## config.mk

```make
export PLATFORM = sky130hd
export DESIGN_NAME = sncp_top
export DESIGN_NICKNAME = d
export VERILOG_FILES = /design/src/design/sncp_pkg.sv /design/src/design/sncp_top.sv
export SDC_FILE = /design/constraint.sdc
export NUM_CORES = 1
export LEC_CHECK = 0
export ABC_AREA = 1
export BUFFER_PORTS_ARGS = -buffer_cell sky130_fd_sc_hd__buf_2
export CAP_MARGIN = 10
export CORE_MARGIN = 1
export CORE_UTILIZATION = 55
export CTS_CLUSTER_DIAMETER = 100
export DETAILED_ROUTE_END_ITERATION = 10
export GPL_TIMING_DRIVEN = 0
export PLACE_DENSITY_LB_ADDON = 0.12
export RECOVER_POWER = 25
export SLEW_MARGIN = 15
export SYNTH_ARGS = -nofsm -noshare
export SYNTH_HDL_FRONTEND = slang
export SYNTH_SLANG_ARGS = --single-unit
```

## constraint.sdc

```tcl
create_clock -name sys_clk -period 2.1 [get_ports sys_clk]
set_input_delay 0.42 -clock sys_clk [delete_from_list [all_inputs] [get_ports sys_clk]]
set_output_delay 0.42 -clock sys_clk [all_outputs]
set_load 0.05 [all_outputs]
```

## src/design/sncp_pkg.sv

```systemverilog
// Constants and types shared by the serial NOR command port.
// Assumes one system clock that oversamples the serial pins of the host.
package sncp_pkg;

  // Instruction codes.
  localparam logic [7:0] OP_RD_STATUS        = 8'h05;
  localparam logic [7:0] OP_WR_ENABLE        = 8'h06;
  localparam logic [7:0] OP_WR_STATUS        = 8'h01;
  localparam logic [7:0] OP_PAGE_WRITE       = 8'h02;
  localparam logic [7:0] OP_FOUR_KIB_WIPE    = 8'h20;
  localparam logic [7:0] OP_HALF_WIPE        = 8'h52;
  localparam logic [7:0] OP_LARGE_BLOCK_WIPE = 8'hd8;
  localparam logic [7:0] OP_CHIP_WIPE_A      = 8'hc7;
  localparam logic [7:0] OP_CHIP_WIPE_B      = 8'h60;
  localparam logic [7:0] OP_READ             = 8'h03;
  localparam logic [7:0] OP_FAST_READ        = 8'h0b;
  localparam logic [7:0] OP_DUAL_READ        = 8'h3b;
  localparam logic [7:0] OP_DEEP_SLEEP       = 8'hb9;
  localparam logic [7:0] OP_WAKE_ID          = 8'hab;
  localparam logic [7:0] OP_MFR_DEV_ID       = 8'h90;
  localparam logic [7:0] OP_STD_ID_QUERY     = 8'h9f;
  localparam logic [7:0] OP_UNIQUE_ID        = 8'h4b;

  // Phase lengths in serial clock rising edges.
  localparam logic [5:0] CMD_BITS        = 6'h08;
  localparam logic [5:0] ADDR_BITS       = 6'h18;
  localparam logic [5:0] FAST_DUMMY_BITS = 6'h08;
  localparam logic [5:0] WAKE_DUMMY_BITS = 6'h18;
  localparam logic [5:0] UID_DUMMY_BITS  = 6'h20;

  // Status byte layout.
  localparam int SR_BUSY_BIT = 0;
  localparam int SR_PERMIT_BIT = 1;
  localparam int SR_BP_LSB   = 2;
  localparam int SR_LOCK_BIT = 7;

  // Embedded operation codes passed to the array engine.
  localparam logic [2:0] EOP_PAGE_BYTE = 3'h0;
  localparam logic [2:0] EOP_PAGE_END  = 3'h1;
  localparam logic [2:0] EOP_SECTOR    = 3'h2;
  localparam logic [2:0] EOP_HALF      = 3'h3;
  localparam logic [2:0] EOP_BLOCK     = 3'h4;
  localparam logic [2:0] EOP_CHIP      = 3'h5;
  localparam logic [2:0] EOP_STATUS    = 3'h6;

  typedef enum logic [2:0] {
    PH_IDLE, PH_CMD, PH_ADDR, PH_DUMMY, PH_DIN, PH_DOUT, PH_DONE, PH_IGN
  } sncp_phase_t;

  typedef struct packed {
    logic [2:0]  op;
    logic [23:0] addr;
    logic [7:0]  data;
  } sncp_cmd_t;

  typedef struct packed {
    logic        sck_q, cs_q, armed;
    sncp_phase_t ph;
    logic [5:0]  cnt, len;
    logic [7:0]  op;
    logic [23:0] addr;
    logic [7:0]  rx, tx;
    logic [2:0]  obit;
    logic [4:0]  bidx;
    logic        go, dual, d0, d1, oe0_n, oe1_n;
    logic        permit, busy, lock, sleep;
    logic [2:0]  bp;
    sncp_cmd_t   head, tail;
    logic        hv, tv, ovr;
  } sncp_state_t;

  localparam sncp_state_t SNCP_STATE_RST =
    '{ph: PH_IDLE, oe0_n: 1'b1, oe1_n: 1'b1, default: '0};

endpackage

```

## src/design/sncp_top.sv

```systemverilog
// Command port of a small serial NOR flash, slave side of an SPI link.
// Serial pins are synchronous to sys_clk; the SPI clock must run at most sys_clk/8.
//
// Behaviour
// - Sample instruction, address and program data on each serial clock rising edge.
// - Change outgoing serial bits only on serial clock falling edges.
// - In dual reads line 0 takes input on rises and drives data on falls.
// - Chip select high floats both data lines and blocks instruction traffic.
// - Ignore everything after reset until chip select has been seen falling.
// - Write-protect pin with lock bit blocks status writes; nonzero protect bits block chip erase only.
// - Code 05h shifts the status byte out.
// - Code 06h sets the write permit latch.
// - Code 01h loads lock and protect bits from the host byte.
// - Code 02h programs up to 256 bytes, wrapping within one page.
// - Code 20h erases the addressed 4 KiB sector.
// - Code D8h erases a 64 KiB block, 52h a 32 KiB half block.
// - Codes C7h and 60h both erase the whole array.
// - Code 03h reads array bytes with auto-incrementing address.
// - Code 0Bh is a fast read on the single output line.
// - Code 3Bh returns two bits per clock on both data lines.
// - Code B9h enters deep sleep.
// - Code ABh leaves deep sleep and returns the device identifier byte.
// - Code 90h returns manufacturer and device identifiers.
// - Code 9Fh returns the standard identification sequence.
// - Code 4Bh returns a 128-bit unique identifier.
// - Clock modes 0 and 3 behave alike: sample on rises, drive on falls.
// - While busy, report busy and ignore all instructions but status read.
// - Write permit set only by 06h, cleared when an embedded operation completes.
`timescale 1ns/1ps
module sncp_top
  import sncp_pkg::*;
#(
  parameter logic [7:0]   MFR_ID    = 8'h5a,                // Arbitrary value.
  parameter logic [7:0]   DEV_ID    = 8'h11,                // Arbitrary value.
  parameter logic [23:0]  STD_ID    = 24'h5a4012,           // Arbitrary value.
  parameter logic [127:0] UNIQUE_ID = 128'h0123456789abcdef_fedcba9876543210 // Arbitrary.
) (
  // System
  input  wire logic        sys_clk,
  input  wire logic        sys_rst,
  // Serial pins
  input  wire logic        spi_clk,
  input  wire logic        spi_cs_n,
  input  wire logic        data_line0,
  output logic             data_line0_drv,
  output logic             data_line0_oe_n,
  output logic             data_line1_drv,
  output logic             data_line1_oe_n,
  input  wire logic        write_protect_n,
  // Array read side
  output logic [23:0]      arr_rd_addr,
  input  wire logic [7:0]  arr_rd_data,
  // Embedded operation queue
  output sncp_cmd_t        cmd,
  output logic             cmd_valid,
  input  wire logic        cmd_ready,
  input  wire logic        op_done,
  // Status
  output logic             busy,
  output logic             write_permit_latch,
  output logic             status_lock,
  output logic [2:0]       protect_range,
  output logic             deep_sleep,
  output logic             cmd_overrun
);

  sncp_state_t st_r;
  sncp_state_t st_nxt;
  logic        rise;
  logic        fall;
  logic        cs_fall;
  logic        cs_rise;
  logic        pop;
  logic        room;
  logic [7:0]  opc;

  // Both clock modes reduce to the same edge pair, so idle level is irrelevant.
  assign rise    = spi_clk & ~st_r.sck_q;
  assign fall    = ~spi_clk & st_r.sck_q;
  assign cs_fall = ~spi_cs_n & st_r.cs_q;
  assign cs_rise = spi_cs_n & ~st_r.cs_q;
  assign opc     = {st_r.op[6:0], data_line0};
  assign pop     = st_r.hv & cmd_ready;
  assign room    = ~st_r.tv | pop;

  always_comb begin
    logic [7:0] cur;
    logic [7:0] stat;
    logic       push;
    sncp_cmd_t  pcmd;
    cur    = 8'h00;
    stat   = 8'h00;
    push   = 1'b0;
    pcmd   = '0;
    st_nxt = st_r;
    st_nxt.sck_q = spi_clk;
    st_nxt.cs_q  = spi_cs_n;
    stat[SR_BUSY_BIT]       = st_r.busy;
    stat[SR_PERMIT_BIT]     = st_r.permit;
    stat[SR_BP_LSB +: 3]    = st_r.bp;
    stat[SR_LOCK_BIT]       = st_r.lock;
    if (pop) begin
      st_nxt.head = st_r.tail;
      st_nxt.hv   = st_r.tv;
      st_nxt.tv   = 1'b0;
    end
    if (op_done) begin
      st_nxt.busy = 1'b0;
      st_nxt.permit = 1'b0;
    end
    if (spi_cs_n) begin
      st_nxt.oe0_n = 1'b1;
      st_nxt.oe1_n = 1'b1;
    end
    if (cs_fall) begin
      st_nxt.armed = 1'b1;
      st_nxt.ph    = PH_CMD;
      st_nxt.cnt   = '0;
      st_nxt.go    = 1'b0;
      st_nxt.obit  = '0;
      st_nxt.bidx  = '0;
      st_nxt.dual  = 1'b0;
    end else if (cs_rise) begin
      // A partial instruction never sets go, so it leaves no trace here.
      st_nxt.ph = PH_IDLE;
      if (st_r.go) begin
        pcmd.addr = st_r.addr;
        pcmd.data = st_r.rx;
        unique case (st_r.op)
          OP_WR_STATUS: begin
            pcmd.op = EOP_STATUS;
            if (!(st_r.lock && !write_protect_n) && room) begin
              st_nxt.lock = st_r.rx[SR_LOCK_BIT];
              st_nxt.bp   = st_r.rx[SR_BP_LSB +: 3];
              push        = 1'b1;
            end
          end
          OP_PAGE_WRITE: begin
            pcmd.op = EOP_PAGE_END;
            push    = room;
          end
          OP_FOUR_KIB_WIPE: begin
            pcmd.op = EOP_SECTOR;
            push    = room;
          end
          OP_HALF_WIPE: begin
            pcmd.op = EOP_HALF;
            push    = room;
          end
          OP_LARGE_BLOCK_WIPE: begin
            pcmd.op = EOP_BLOCK;
            push    = room;
          end
          OP_CHIP_WIPE_A, OP_CHIP_WIPE_B: begin
            pcmd.op = EOP_CHIP;
            push    = room && (st_r.bp == 3'h0);
          end
          OP_DEEP_SLEEP: st_nxt.sleep = 1'b1;
          default: ;
        endcase
        // Busy set after the op_done clear above, so a new start wins.
        if (push) begin
          st_nxt.busy = 1'b1;
        end
        if (!room && st_r.op != OP_DEEP_SLEEP) begin
          st_nxt.ovr = 1'b1;
        end
      end
    end else if (!spi_cs_n && st_r.armed && rise) begin
      st_nxt.cnt = st_r.cnt + 6'h01;
      unique case (st_r.ph)
        PH_CMD: begin
          st_nxt.op = opc;
          if (st_r.cnt == CMD_BITS - 6'h01) begin
            st_nxt.cnt = '0;
            st_nxt.ph  = PH_IGN;
            if (!(st_r.busy && opc != OP_RD_STATUS) &&
                !(st_r.sleep && opc != OP_WAKE_ID)) begin
              unique case (opc)
                OP_RD_STATUS, OP_STD_ID_QUERY: st_nxt.ph = PH_DOUT;
                OP_WR_ENABLE: begin
                  st_nxt.permit = 1'b1;
                  st_nxt.ph  = PH_DONE;
                end
                OP_WR_STATUS: if (st_r.permit) st_nxt.ph = PH_DIN;
                OP_PAGE_WRITE, OP_FOUR_KIB_WIPE, OP_HALF_WIPE, OP_LARGE_BLOCK_WIPE: begin
                  if (st_r.permit) st_nxt.ph = PH_ADDR;
                end
                OP_CHIP_WIPE_A, OP_CHIP_WIPE_B: begin
                  if (st_r.permit) begin
                    st_nxt.ph = PH_DONE;
                    st_nxt.go = 1'b1;
                  end
                end
                OP_READ, OP_FAST_READ, OP_MFR_DEV_ID: st_nxt.ph = PH_ADDR;
                OP_DUAL_READ: begin
                  st_nxt.ph   = PH_ADDR;
                  st_nxt.dual = 1'b1;
                end
                OP_DEEP_SLEEP: begin
                  st_nxt.ph = PH_DONE;
                  st_nxt.go = 1'b1;
                end
                OP_WAKE_ID: begin
                  st_nxt.sleep = 1'b0;
                  st_nxt.ph    = PH_DUMMY;
                  st_nxt.len   = WAKE_DUMMY_BITS;
                end
                OP_UNIQUE_ID: begin
                  st_nxt.ph  = PH_DUMMY;
                  st_nxt.len = UID_DUMMY_BITS;
                end
                default: ;
              endcase
            end
          end
        end
        PH_ADDR: begin
          st_nxt.addr = {st_r.addr[22:0], data_line0};
          if (st_r.cnt == ADDR_BITS - 6'h01) begin
            st_nxt.cnt = '0;
            unique case (st_r.op)
              OP_PAGE_WRITE: begin
                st_nxt.ph = PH_DIN;
                st_nxt.go = 1'b1;
              end
              OP_READ, OP_MFR_DEV_ID: st_nxt.ph = PH_DOUT;
              OP_FAST_READ, OP_DUAL_READ: begin
                st_nxt.ph  = PH_DUMMY;
                st_nxt.len = FAST_DUMMY_BITS;
              end
              default: begin
                st_nxt.ph = PH_DONE;
                st_nxt.go = 1'b1;
              end
            endcase
          end
        end
        PH_DUMMY: begin
          if (st_r.cnt == st_r.len - 6'h01) begin
            st_nxt.ph  = PH_DOUT;
            st_nxt.cnt = '0;
          end
        end
        PH_DIN: begin
          st_nxt.rx = {st_r.rx[6:0], data_line0};
          if (st_r.cnt[2:0] == 3'h7) begin
            if (st_r.op == OP_PAGE_WRITE) begin
              pcmd.op   = EOP_PAGE_BYTE;
              pcmd.addr = st_r.addr;
              pcmd.data = {st_r.rx[6:0], data_line0};
              push      = room;
              if (!room) begin
                st_nxt.ovr = 1'b1;
              end
              // Only the low byte advances, so a long burst wraps in the page.
              st_nxt.addr[7:0] = st_r.addr[7:0] + 8'h01;
            end else begin
              st_nxt.go = 1'b1;
              st_nxt.ph = PH_DONE;
            end
          end
        end
        PH_IDLE, PH_DOUT, PH_DONE, PH_IGN: ;
      endcase
    end
    if (!spi_cs_n && fall && st_r.ph == PH_DOUT) begin
      if (st_r.obit == 3'h0) begin
        unique case (st_r.op)
          OP_RD_STATUS: cur = stat;
          OP_STD_ID_QUERY: begin
            cur = (st_r.bidx == 5'h00) ? STD_ID[23:16] :
                  (st_r.bidx == 5'h01) ? STD_ID[15:8] : STD_ID[7:0];
          end
          OP_WAKE_ID:    cur = DEV_ID;
          OP_MFR_DEV_ID: cur = (st_r.bidx[0] ^ st_r.addr[0]) ? DEV_ID : MFR_ID;
          OP_UNIQUE_ID:  cur = UNIQUE_ID[{~st_r.bidx[3:0], 3'h0} +: 8];
          default:       cur = arr_rd_data;
        endcase
        st_nxt.bidx = st_r.bidx + 5'h01;
        if (st_r.op == OP_READ || st_r.op == OP_FAST_READ || st_r.op == OP_DUAL_READ) begin
          st_nxt.addr = st_r.addr + 24'h000001;
        end
      end else begin
        cur = st_r.tx;
      end
      st_nxt.d1    = cur[7];
      st_nxt.d0    = cur[6];
      st_nxt.tx    = st_r.dual ? (cur << 2) : (cur << 1);
      st_nxt.obit  = st_r.obit + (st_r.dual ? 3'h2 : 3'h1);
      st_nxt.oe1_n = 1'b0;
      st_nxt.oe0_n = ~st_r.dual;
    end
    if (push) begin
      if (!st_nxt.hv) begin
        st_nxt.head = pcmd;
        st_nxt.hv   = 1'b1;
      end else begin
        st_nxt.tail = pcmd;
        st_nxt.tv   = 1'b1;
      end
    end
  end

  always_ff @(posedge sys_clk) begin
    if (sys_rst) begin
      st_r <= SNCP_STATE_RST;
    end else begin
      st_r <= st_nxt;
    end
  end

  assign data_line0_drv     = st_r.d0;
  assign data_line0_oe_n    = st_r.oe0_n;
  assign data_line1_drv     = st_r.d1;
  assign data_line1_oe_n    = st_r.oe1_n;
  assign arr_rd_addr        = st_r.addr;
  assign cmd                = st_r.head;
  assign cmd_valid          = st_r.hv;
  assign busy               = st_r.busy;
  assign write_permit_latch = st_r.permit;
  assign status_lock        = st_r.lock;
  assign protect_range      = st_r.bp;
  assign deep_sleep         = st_r.sleep;
  assign cmd_overrun        = st_r.ovr;
endmodule  // sncp_top

```

# Yosys cells after proc, flatten, opt, wreduce, memory -nomap -nowiden

Index checks and enable logic that the tools add are counted.

Bits in registers: 160
Input bits: 16
Output and inout bits: 72
Logic and storage cells: 306

Add/sub/neg operators: 6
Equal/unequal tests: 69
Shift operators: 1
Mux-type cells: 119
Bitwise operators: 16
Reductions and logical operators: 62

Operators with widths:

| cell                                                                           | number |
|---|---|
| 35-bit 2-to-1 mux                                                              | 6 |
| 32-bit 2-to-1 mux                                                              | 5 |
| 128-bit by 8-bit variable part select with 8-bit output (first input constant) | 1 |
| 15-bit 2-to-1 mux                                                              | 8 |
| 8-bit equality test (second input constant)                                    | 12 |
| 24-bit 2-to-1 mux                                                              | 3 |
| 72-bit 2-to-1 mux                                                              | 1 |
| 8-bit 2-to-1 mux                                                               | 8 |
| 53-bit 2-to-1 mux                                                              | 1 |
| 52-bit 2-to-1 mux                                                              | 1 |
| 8-bit by 7-bit equality test with 1-bit output (second input constant)         | 6 |
| 1-bit 2-to-1 mux                                                               | 44 |
| 8-bit case mux with 5 select lines                                             | 1 |
| 9-bit 2-to-1 mux                                                               | 4 |
| 7-bit 2-to-1 mux                                                               | 5 |
| 8-bit by 2-bit equality test with 1-bit output (second input constant)         | 4 |
| 8-bit by 6-bit equality test with 1-bit output (second input constant)         | 4 |
| 24-bit by 1-bit adder with 24-bit output (second input constant)               | 1 |
| 8-bit by 3-bit equality test with 1-bit output (second input constant)         | 3 |
| 6-bit case mux with 2 select lines                                             | 2 |
| 2-bit nonzero test                                                             | 11 |
| 3-bit 2-to-1 mux                                                               | 7 |
| 3-bit case mux with 7 select lines                                             | 1 |
| 4-bit != test (second input constant)                                          | 5 |
| other kinds (58)                                                               | 129 |

# Longest topological paths before layout

Gate-level depths: netlist (run 1).

Depth after elaboration: 16
Mapped depth: 17
Mapped depth without buffers: 15

# Worst setup path after synthesis (run 1)

Ideal clock, no wire load.

Path kind: register -> register
Start: register st_r (netlist bit cmd_valid)
End: register st_r[22] (netlist bit)
Setup time: 0.116 ns
Data arrival time: 2.010 ns
Data required time: 1.984 ns
Path slack: -0.026 ns
Stages on the path, launching flop included: 13
Path buffers: 2
Period minus slack after synthesis: 2.126 ns
Cells stage by stage: dfxtp_1 -> nand2_2 -> nand2_1 -> o21ai_0 -> or2_1 -> nand3_2 -> nand2_4 -> nand2_8 -> buf_12 -> buf_6 -> nand3_1 -> nand2_1 -> nor2_2

Cells in the longest elaborated chain, start to end: 12
Elaborated cells between the ends (all ways): 18
Classes of those cells: mux: 13; bitwise: 2; reduce/logical: 3

RTL lines:

| what                               | RTL line        | RTL |
|---|---|---|
| from (decl)                        | sncp_top.sv:67  | `sncp_state_t st_r;` |
| from (signal assigned)             | sncp_top.sv:309 | `st_r <= st_nxt;` |
| 1-bit AND                          | sncp_top.sv:83  | `assign pop = st_r.hv & cmd_ready;` |
| 1-bit bitwise OR                   | sncp_top.sv:84  | `assign room = ~st_r.tv \| pop;` |
| 1-bit logical AND                  | sncp_top.sv:132 | `if (!(st_r.lock && !write_protect_n) && room) begin` |
| 1-bit 2-to-1 mux                   | sncp_top.sv:132 |  |
| 1-bit case mux with 3 select lines | sncp_top.sv:129 | `unique case (st_r.op)` |
| 1-bit 2-to-1 mux                   | sncp_top.sv:126 | `if (st_r.go) begin` |
| 1-bit 2-to-1 mux                   | sncp_top.sv:123 | `end else if (cs_rise) begin` |
| 1-bit 2-to-1 mux                   | sncp_top.sv:115 | `if (cs_fall) begin` |
| 1-bit 2-to-1 mux                   | sncp_top.sv:126 |  |
| 1-bit 2-to-1 mux                   | sncp_top.sv:123 |  |
| 1-bit 2-to-1 mux                   | sncp_top.sv:115 |  |
| 2-bit AND reduction (no line) (*)  | n/a             |  |

Every way passes the cells marked *; elsewhere a longest branch is shown, timed or not. The select of a mux whose other input is x is not followed.
A chain may end at the register's enable or synchronous reset.

# Final worst setup path (run 1)

Start: register st_r[154] (netlist bit)
End: register st_r (netlist bit arr_rd_addr[7])

Cells in the longest elaborated chain, start to end: 8
Elaborated cells between the ends (all ways): 11
Classes of those cells: eq/ne: 3; mux: 7; reduce/logical: 1

RTL lines:

| what                                                                                         | RTL line        | RTL |
|---|---|---|
| 3-bit equality test / 3-bit by 2-bit equality test with 1-bit output (equally long branches) | sncp_top.sv:171 | `unique case (st_r.ph)` |
| 8-bit case mux with 2 select lines                                                           | sncp_top.sv:171 |  |
| 53-bit 2-to-1 mux                                                                            | sncp_top.sv:169 | `end else if (!spi_cs_n && st_r.armed && rise) begin` |
| 52-bit 2-to-1 mux                                                                            | sncp_top.sv:123 |  |
| 32-bit 2-to-1 mux                                                                            | sncp_top.sv:115 |  |
| 24-bit 2-to-1 mux                                                                            | sncp_top.sv:281 | `if (st_r.op == OP_READ \|\| st_r.op == OP_FAST_READ \|\| st_r.op == OP_DUAL_READ) begin` |
| 24-bit 2-to-1 mux                                                                            | sncp_top.sv:268 | `if (st_r.obit == 3'h0) begin` |
| 24-bit 2-to-1 mux (*)                                                                        | sncp_top.sv:267 | `if (!spi_cs_n && fall && st_r.ph == PH_DOUT) begin` |

Marked as above.

==> results.toml, run 1 <==
[sta]
fmaxAchievable_mhz = 492
grt_setup_unrepaired = "yes"
min_period_over_period = 0.967
drv_slew = 0
tightest_slew_ns = 0.877
period_needed_ns = 2.03
setup_violations = 0
relSlewSlack = 0.415
hold_violations = 0
clock_skew_ns = 0.0109
hold-worst-slack_ns = 0.269

[logic_synthesis]
synth_nets = 1607
async_reset_ff_frac = 0
synth_edf_count = 0
synth_cell_types = 54
synth_cells = 1575
synth_simple_gate_area_frac = 0.347
synth_warnings = 0
synth_area_leaders = "dfxtp_1 (31%), nand2_1 (13%), nor2_1 (9.4%)"
synth_top_area_frac = 0.308
ys_ff_latch = 156
yosys.area.top_type = "dfxtp_1"
yosysSeqAreaShare = 0.308
synth_top_family_by_area = "simple AND/OR/NAND/NOR gates"
synth_area_um2 = 10100
muxShareOfSynthArea = 0.0267
synth_area_per_cell_um2 = 6.44
ys.flop_type = "dfxtp_1"
synth_xor_area_frac = 0.0130
synth_compound_area_frac = 0.129
synth_fa_ha_area_frac = 0.0205

[floorplan]
die_x_um = 138
start_util = 0.562
core-area_um2 = 18000
row_count = 49
io_pins = 88
die_height_um = 138
dieArea_um2 = 19000

[hold_path]
hold_end = "st_r[159]$_SDFF_PP0_"
hp-start = "spi_clk"
min_path_cells = 3
hp-class = "in -> reg"

[run_status]
outcome = "finished clean"

[grt]
grt_max_degree = 19
antenna_found_initial = 0
grt_pass1_vias = 9112
grt_pass1_wl_um = 48100
gr-total-overflow = 0
track_usage = 0.335

[route]
vias = 10600
wl_per_cell_um = 16.2
viasPerCell = 5.44
routed_wl_um = 31400
drc = 0
ant_nets = 0
drt_iter0_markers = 1125
first_pass_iters = 7

[placed_design]
gp_congestion = 0.993
portBuffers = 86
place_hpwl_um = 23400

[finish]
fillers = 1739
layout_commonest_cell = "nand2_1"
drive_gt1_frac = 0.178
final_nets = 1731
antenna_cells = 0
syn2layout_area_growth_pct = 16.5
seqCellArea_um2 = 3130
layout_common_cells = "nand2_1 (354), nor2_1 (240), inv_1 (152), dfxtp_1 (149), a21oi_1 (115)"
multi_input_area_um2 = 5680

[worst_setup_path]
critPathArrivalTime_ns = 2.38
worst_setup_path_end_kind = "register"
r2r_start = "st_r[154]$_SDFFE_PP0P_"
start_kind = "register"
cp.required_ns = 2.45
path_class = "reg -> reg"
r2r_slack_ns = 0.07
r2r_end = "arr_rd_addr[7]$_SDFF_PP0_"
r2r_cells = 9
worst-path-max-fanout = 10

[run]
maxCapViolCount = 0

[clock_network]
cts.clk_slew.worst_paths_ns = 0.07
cts_buffers = 17
cts.sinks = 156
cts_max_level = 4
insertion_delay_ns = 0.45
root_buffer = "clkbuf_16"
cts_hold_buf = 0
cts_tree = "built"
clk_path_buf_depth = 2

[power_and_ir_drop]
powerDensity_nw_per_um2 = 537
fin_total_pwr_mw = 6.34
ir_worst_vdd_v = 0.000595
p_leak_nw = 5.92
[report_power, final]
group          switching [mW]  leakage (nW)  internal [mW]  total, mW
clock network            1.52         0.283           1.60       3.12
registers             0.00671          1.26           2.96       2.97
logic                   0.181          4.38         0.0712      0.252
total                    1.71          5.92           4.63       6.34
[per-layer routing]
layer	up-vias	share of wire	track usage
li1	5225	-	-
met1	4819	0.44	0.463
met2	453	0.45	0.523
met3	57	0.085	0.0533
met4	0	0.025	0.124
met5	-	0	0
[worst max-delay path, stage by stage, from the launching register on]
cell	delay, ns
dfxtp_1	0.44
nand2_1	0.15
nor3_1	0.15
nand3_1	0.24
nor2_4	0.21
nand2_4	0.12
inv_2	0.10
buf_2	0.24
a21oi_1	0.08
a21oi_1	0.22
[cells by family after synthesis]
kind of cell    after synthesis
xor+xnor                     15
mux                          27
simple gates                811
flops                       156
compound gates              243
buf+inv                     307
fa+ha+maj                    16
[worst max path at each step]
stage / end / slack (ns) / from
2_1_floorplan: st_r[22]$_SDFFE_PP0P_ / 0.03 / spi_cs_n
3_3_place_gp: arr_rd_addr[21]$_SDFF_PP0_ / -0.71 / spi_cs_n
3_5_place_dp: arr_rd_addr[14]$_SDFF_PP0_ / -0.74 / spi_cs_n
4_1_cts: st_r[100]$_SDFFE_PP0P_ / 0.002 / opc[7]$_SDFFE_PP0P_
5_1_grt: st_r[97]$_SDFFE_PP0P_ / -0.02 / opc[7]$_SDFFE_PP0P_
6_report: arr_rd_addr[7]$_SDFF_PP0_ / 0.07 / st_r[154]$_SDFFE_PP0P_
[registers in the layout, indices dropped and copies added, names as in the netlist, 3 cells and up]
name / flops
st_r: 77
protect_range: 3
opc: 7
cmd: 35
arr_rd_addr: 24
[final cells by class]
cell class,instances,area share
Clock inverter,15,0.0141
Tap cell,229,0.0243
Multi-Input combinational cell,1112,0.481
Buffer,127,0.0760
Timing Repair Buffer,105,0.0435
Inverter,180,0.0598
Sequential cell,156,0.266
Clock buffer,17,0.0360
[what timing repair did]
action | in CTS | in global routing
endpoints found under the setup margin | 98 | 113
pin swaps | 3 | 10
endpoints found under the hold margin | 0 | 0
resized for setup | 16 | 68
setup buffers | 6 | 13
[synth_stat cells, types with 2 or more instances]
cell      number
a211oi_1       5
a21oi_1      116
a31oi_1       16
and3_1         4
buf_1          3
buf_2         14
buf_4         64
buf_6         16
clkbuf_1      28
dfxtp_1      156
ha_1          15
inv_1        155
inv_2         16
inv_4          8
mux2i_1       27
nand2_1      363
nand2_2       11
nand2_4        4
nand3_1       93
nand3_2        6
nand4_1       14
nor2_1       253
nor2_2        12
nor2_4         7
nor3_1        28
nor3_2         4
nor4_1         3
o211ai_1       4
o21ai_0       81
o21ai_1        5
o22ai_1        6
o31ai_1        2
or2_2          2
xnor2_1        3
xor2_1        12
[per-stage QoR]
| stage | std cells | setup slack (ns) | setup TNS, ns | area, um2 | utilization |
|---|---|---|---|---|---|
| after floorplan | 1575 | 0.0348 | 0 | 10100 | - |
| after global placement | 1890 | -0.714 | -62.00 | 10900 | 0.602 |
| after detailed placement | 1890 | -0.739 | -63.58 | 10900 | 0.602 |
| after CTS | 1928 | 0.00166 | 0 | 11500 | 0.640 |
| after global routing | 1941 | -0.0190 | -0.0430 | 11800 | 0.655 |
| final | 1941 | 0.0685 | 0 | 11800 | 0.655 |
Note: power is estimated with default switching activity, not from simulation.
==> inputs of run 2 (changes only) <==
--- a/config.mk
+++ b/config.mk
@@ -12,9 +12,9 @@
 export CORE_UTILIZATION = 55
 export CTS_CLUSTER_DIAMETER = 100
 export DETAILED_ROUTE_END_ITERATION = 10
-export GPL_TIMING_DRIVEN = 0
 export PLACE_DENSITY_LB_ADDON = 0.12
 export RECOVER_POWER = 25
+export REMOVE_ABC_BUFFERS = 1
 export SLEW_MARGIN = 15
 export SYNTH_ARGS = -nofsm -noshare
 export SYNTH_HDL_FRONTEND = slang
==> run 2 against run 1 <==
Compared with the run above: register-to-register slack improved by 0.10 ns; critical path depth increased by 4; final area shrank 3.8%; power rose by 0.40%; via count down 5.5%; sequential power about the same; wire length is 14% lower; count of clock-buffer cells in the layout up 1; combinational power fell by 12%; die area unchanged; final cell count is 3.1% lower; worst hold slack lost 0.014 ns; highest routed layer unchanged.
==> results.toml, run 2 (synthesized netlist as in run 1, its figures left out) <==
[placed_design]
placed_cells_incl_taps = 1847
place_hpwl_um = 19400
portBuffers = 87
gp_congestion = 0.968

[sta]
fmaxAchievable_mhz = 518
period_needed_ns = 1.93
min_period_over_period = 0.919
setup_violations = 0
hold_violations = 0
grt_setup_unrepaired = "no"
clock_skew_ns = 0.00980
tightest_slew_ns = 1.21
relSlewSlack = 0.191
tns_ns = 0
drv_slew = 0

[floorplan]
row_count = 49
io_pins = 88
die_x_um = 138
dieArea_um2 = 19000
start_util = 0.562
die_height_um = 138
core-area_um2 = 18000

[clock_network]
root_buffer = "clkbuf_16"
ctsResizeCount = 0
cts_tree = "built"
post_cts_buffers = 0
cts_max_level = 4
clk_path_buf_depth = 2
insertion_delay_ns = 0.43
cts_buffers = 17
cts_hold_buf = 0
cts.clk_slew.worst_paths_ns = 0.07
cts.sinks = 156

[grt]
grt_pass1_vias = 8836
grt_max_degree = 92
gr-total-overflow = 0
antenna_found_initial = 0
track_usage = 0.281
grt_pass1_wl_um = 42200

[route]
drc = 0
routed_wl_um = 26900
viasPerCell = 5.30
drt_iter0_markers = 625
wl_per_cell_um = 14.3
first_pass_iters = 5
vias = 9974
ant_nets = 0

[power_and_ir_drop]
p_leak_nw = 5.63
powerDensity_nw_per_um2 = 561
ir_worst_vdd_v = 0.000599

[hold_path]
hold_end = "busy$_SDFF_PP0_"
hp-class = "in -> reg"
hp-start = "op_done"
min_path_cells = 4

[finish]
syn2layout_area_growth_pct = 12.0
final_cells = 1881
antenna_cells = 0
regMostFlops = "st_r"
largest_reg_flops = 77
layout_commonest_cell = "nand2_1"
final_nets = 1671
drive_gt1_frac = 0.150
layout_common_cells = "nand2_1 (362), nor2_1 (247), inv_1 (153), dfxtp_1 (148), a21oi_1 (115)"

[worst_setup_path]
worst_setup_path_end_kind = "register"
cp.required_ns = 2.42
start_kind = "register"
r2r_start = "st_r[158]$_SDFF_PP0_"
r2r_slack_ns = 0.17
path_class = "reg -> reg"
r2r_end = "cmd[11]$_SDFF_PP0_"
r2r_cells = 13
worst-path-max-fanout = 19
critPathArrivalTime_ns = 2.25

[run]
maxCapViolCount = 0

[run_status]
outcome = "finished clean"
run 2: cell count changes in the layout (fill, tap and decap cells not counted), sizes merged:
cell / change
bufinv: +1
buf: -37
inv: -2
clkbuf: -22
run 2: power by group:
group / total [mW] / internal [mW] / switching (mW)
registers: 2.96 / 2.96 / 0.00700
logic: 0.223 / 0.0703 / 0.152
clock network: 3.18 / 1.73 / 1.44
run 2: final cells by class:
| type | count | area [um2] |
|---|---|---|
| inverters | 180 | 699 |
| flip-flops and latches | 156 | 3140 |
| clock inverters | 14 | 169 |
| repair buffers | 172 | 1140 |
| well taps | 229 | 287 |
| multi-input cells | 1112 | 5470 |
| fillers | 1746 | 6670 |
| clock buffers | 18 | 439 |
run 2: how the worst max path moves through the flow:
stage,startpoint,endpoint,slack (ns),cells after the start
after floorplan,cmd_valid$_SDFF_PP0_,cmd[0]$_SDFF_PP0_,-0.97,11
after global placement,spi_cs_n,cmd[31]$_SDFF_PP0_,-0.001,13
after detailed placement,spi_cs_n,cmd[26]$_SDFF_PP0_,-0.06,14
after CTS,opc[3]$_SDFFE_PP0P_,cmd[26]$_SDFF_PP0_,0.01,15
after global routing,st_r[149]$_SDFFE_PP0P_,st_r[5]$_SDFFE_PP0P_,0.004,13
final,st_r[158]$_SDFF_PP0_,cmd[11]$_SDFF_PP0_,0.17,13
run 2: per-stage QoR:
| step | util | area [um2] | hold slack [ns] | power [mW] | setup WS [ns] |
|---|---|---|---|---|---|
| floorplan | - | 9250 | 0.430 | 3.16 | -0.968 |
| global placement | 0.594 | 10700 | 0.438 | 3.26 | -0.00146 |
| detailed placement | 0.594 | 10700 | 0.440 | 3.26 | -0.0633 |
| CTS | 0.627 | 11300 | 0.254 | 6.41 | 0.0116 |
| global route | 0.630 | 11400 | 0.276 | 6.53 | 0.00390 |
| finish | 0.630 | 11400 | 0.255 | 6.36 | 0.169 |
run 2: worst max-delay path, stage by stage, from the launching register on:
cell,delay [ns]
dfxtp_1,0.34
inv_1,0.05
ha_1,0.21
inv_2,0.12
nand2_2,0.09
nor2_4,0.13
nand2_1,0.10
inv_2,0.07
nand3_2,0.11
nand2_8,0.14
nand2_8,0.09
clkbuf_16,0.20
nor2_1,0.11
nor2_1,0.05
run 2: routing by layer:
metal	wire length (um)	vias up	global-route usage	part of all wire
met5	0	-	0	0
met4	469	0	0.0785	0.017
met3	1450	39	0.0423	0.054
met2	12700	327	0.472	0.47
met1	12400	4503	0.373	0.46
li1	-	5105	-	-
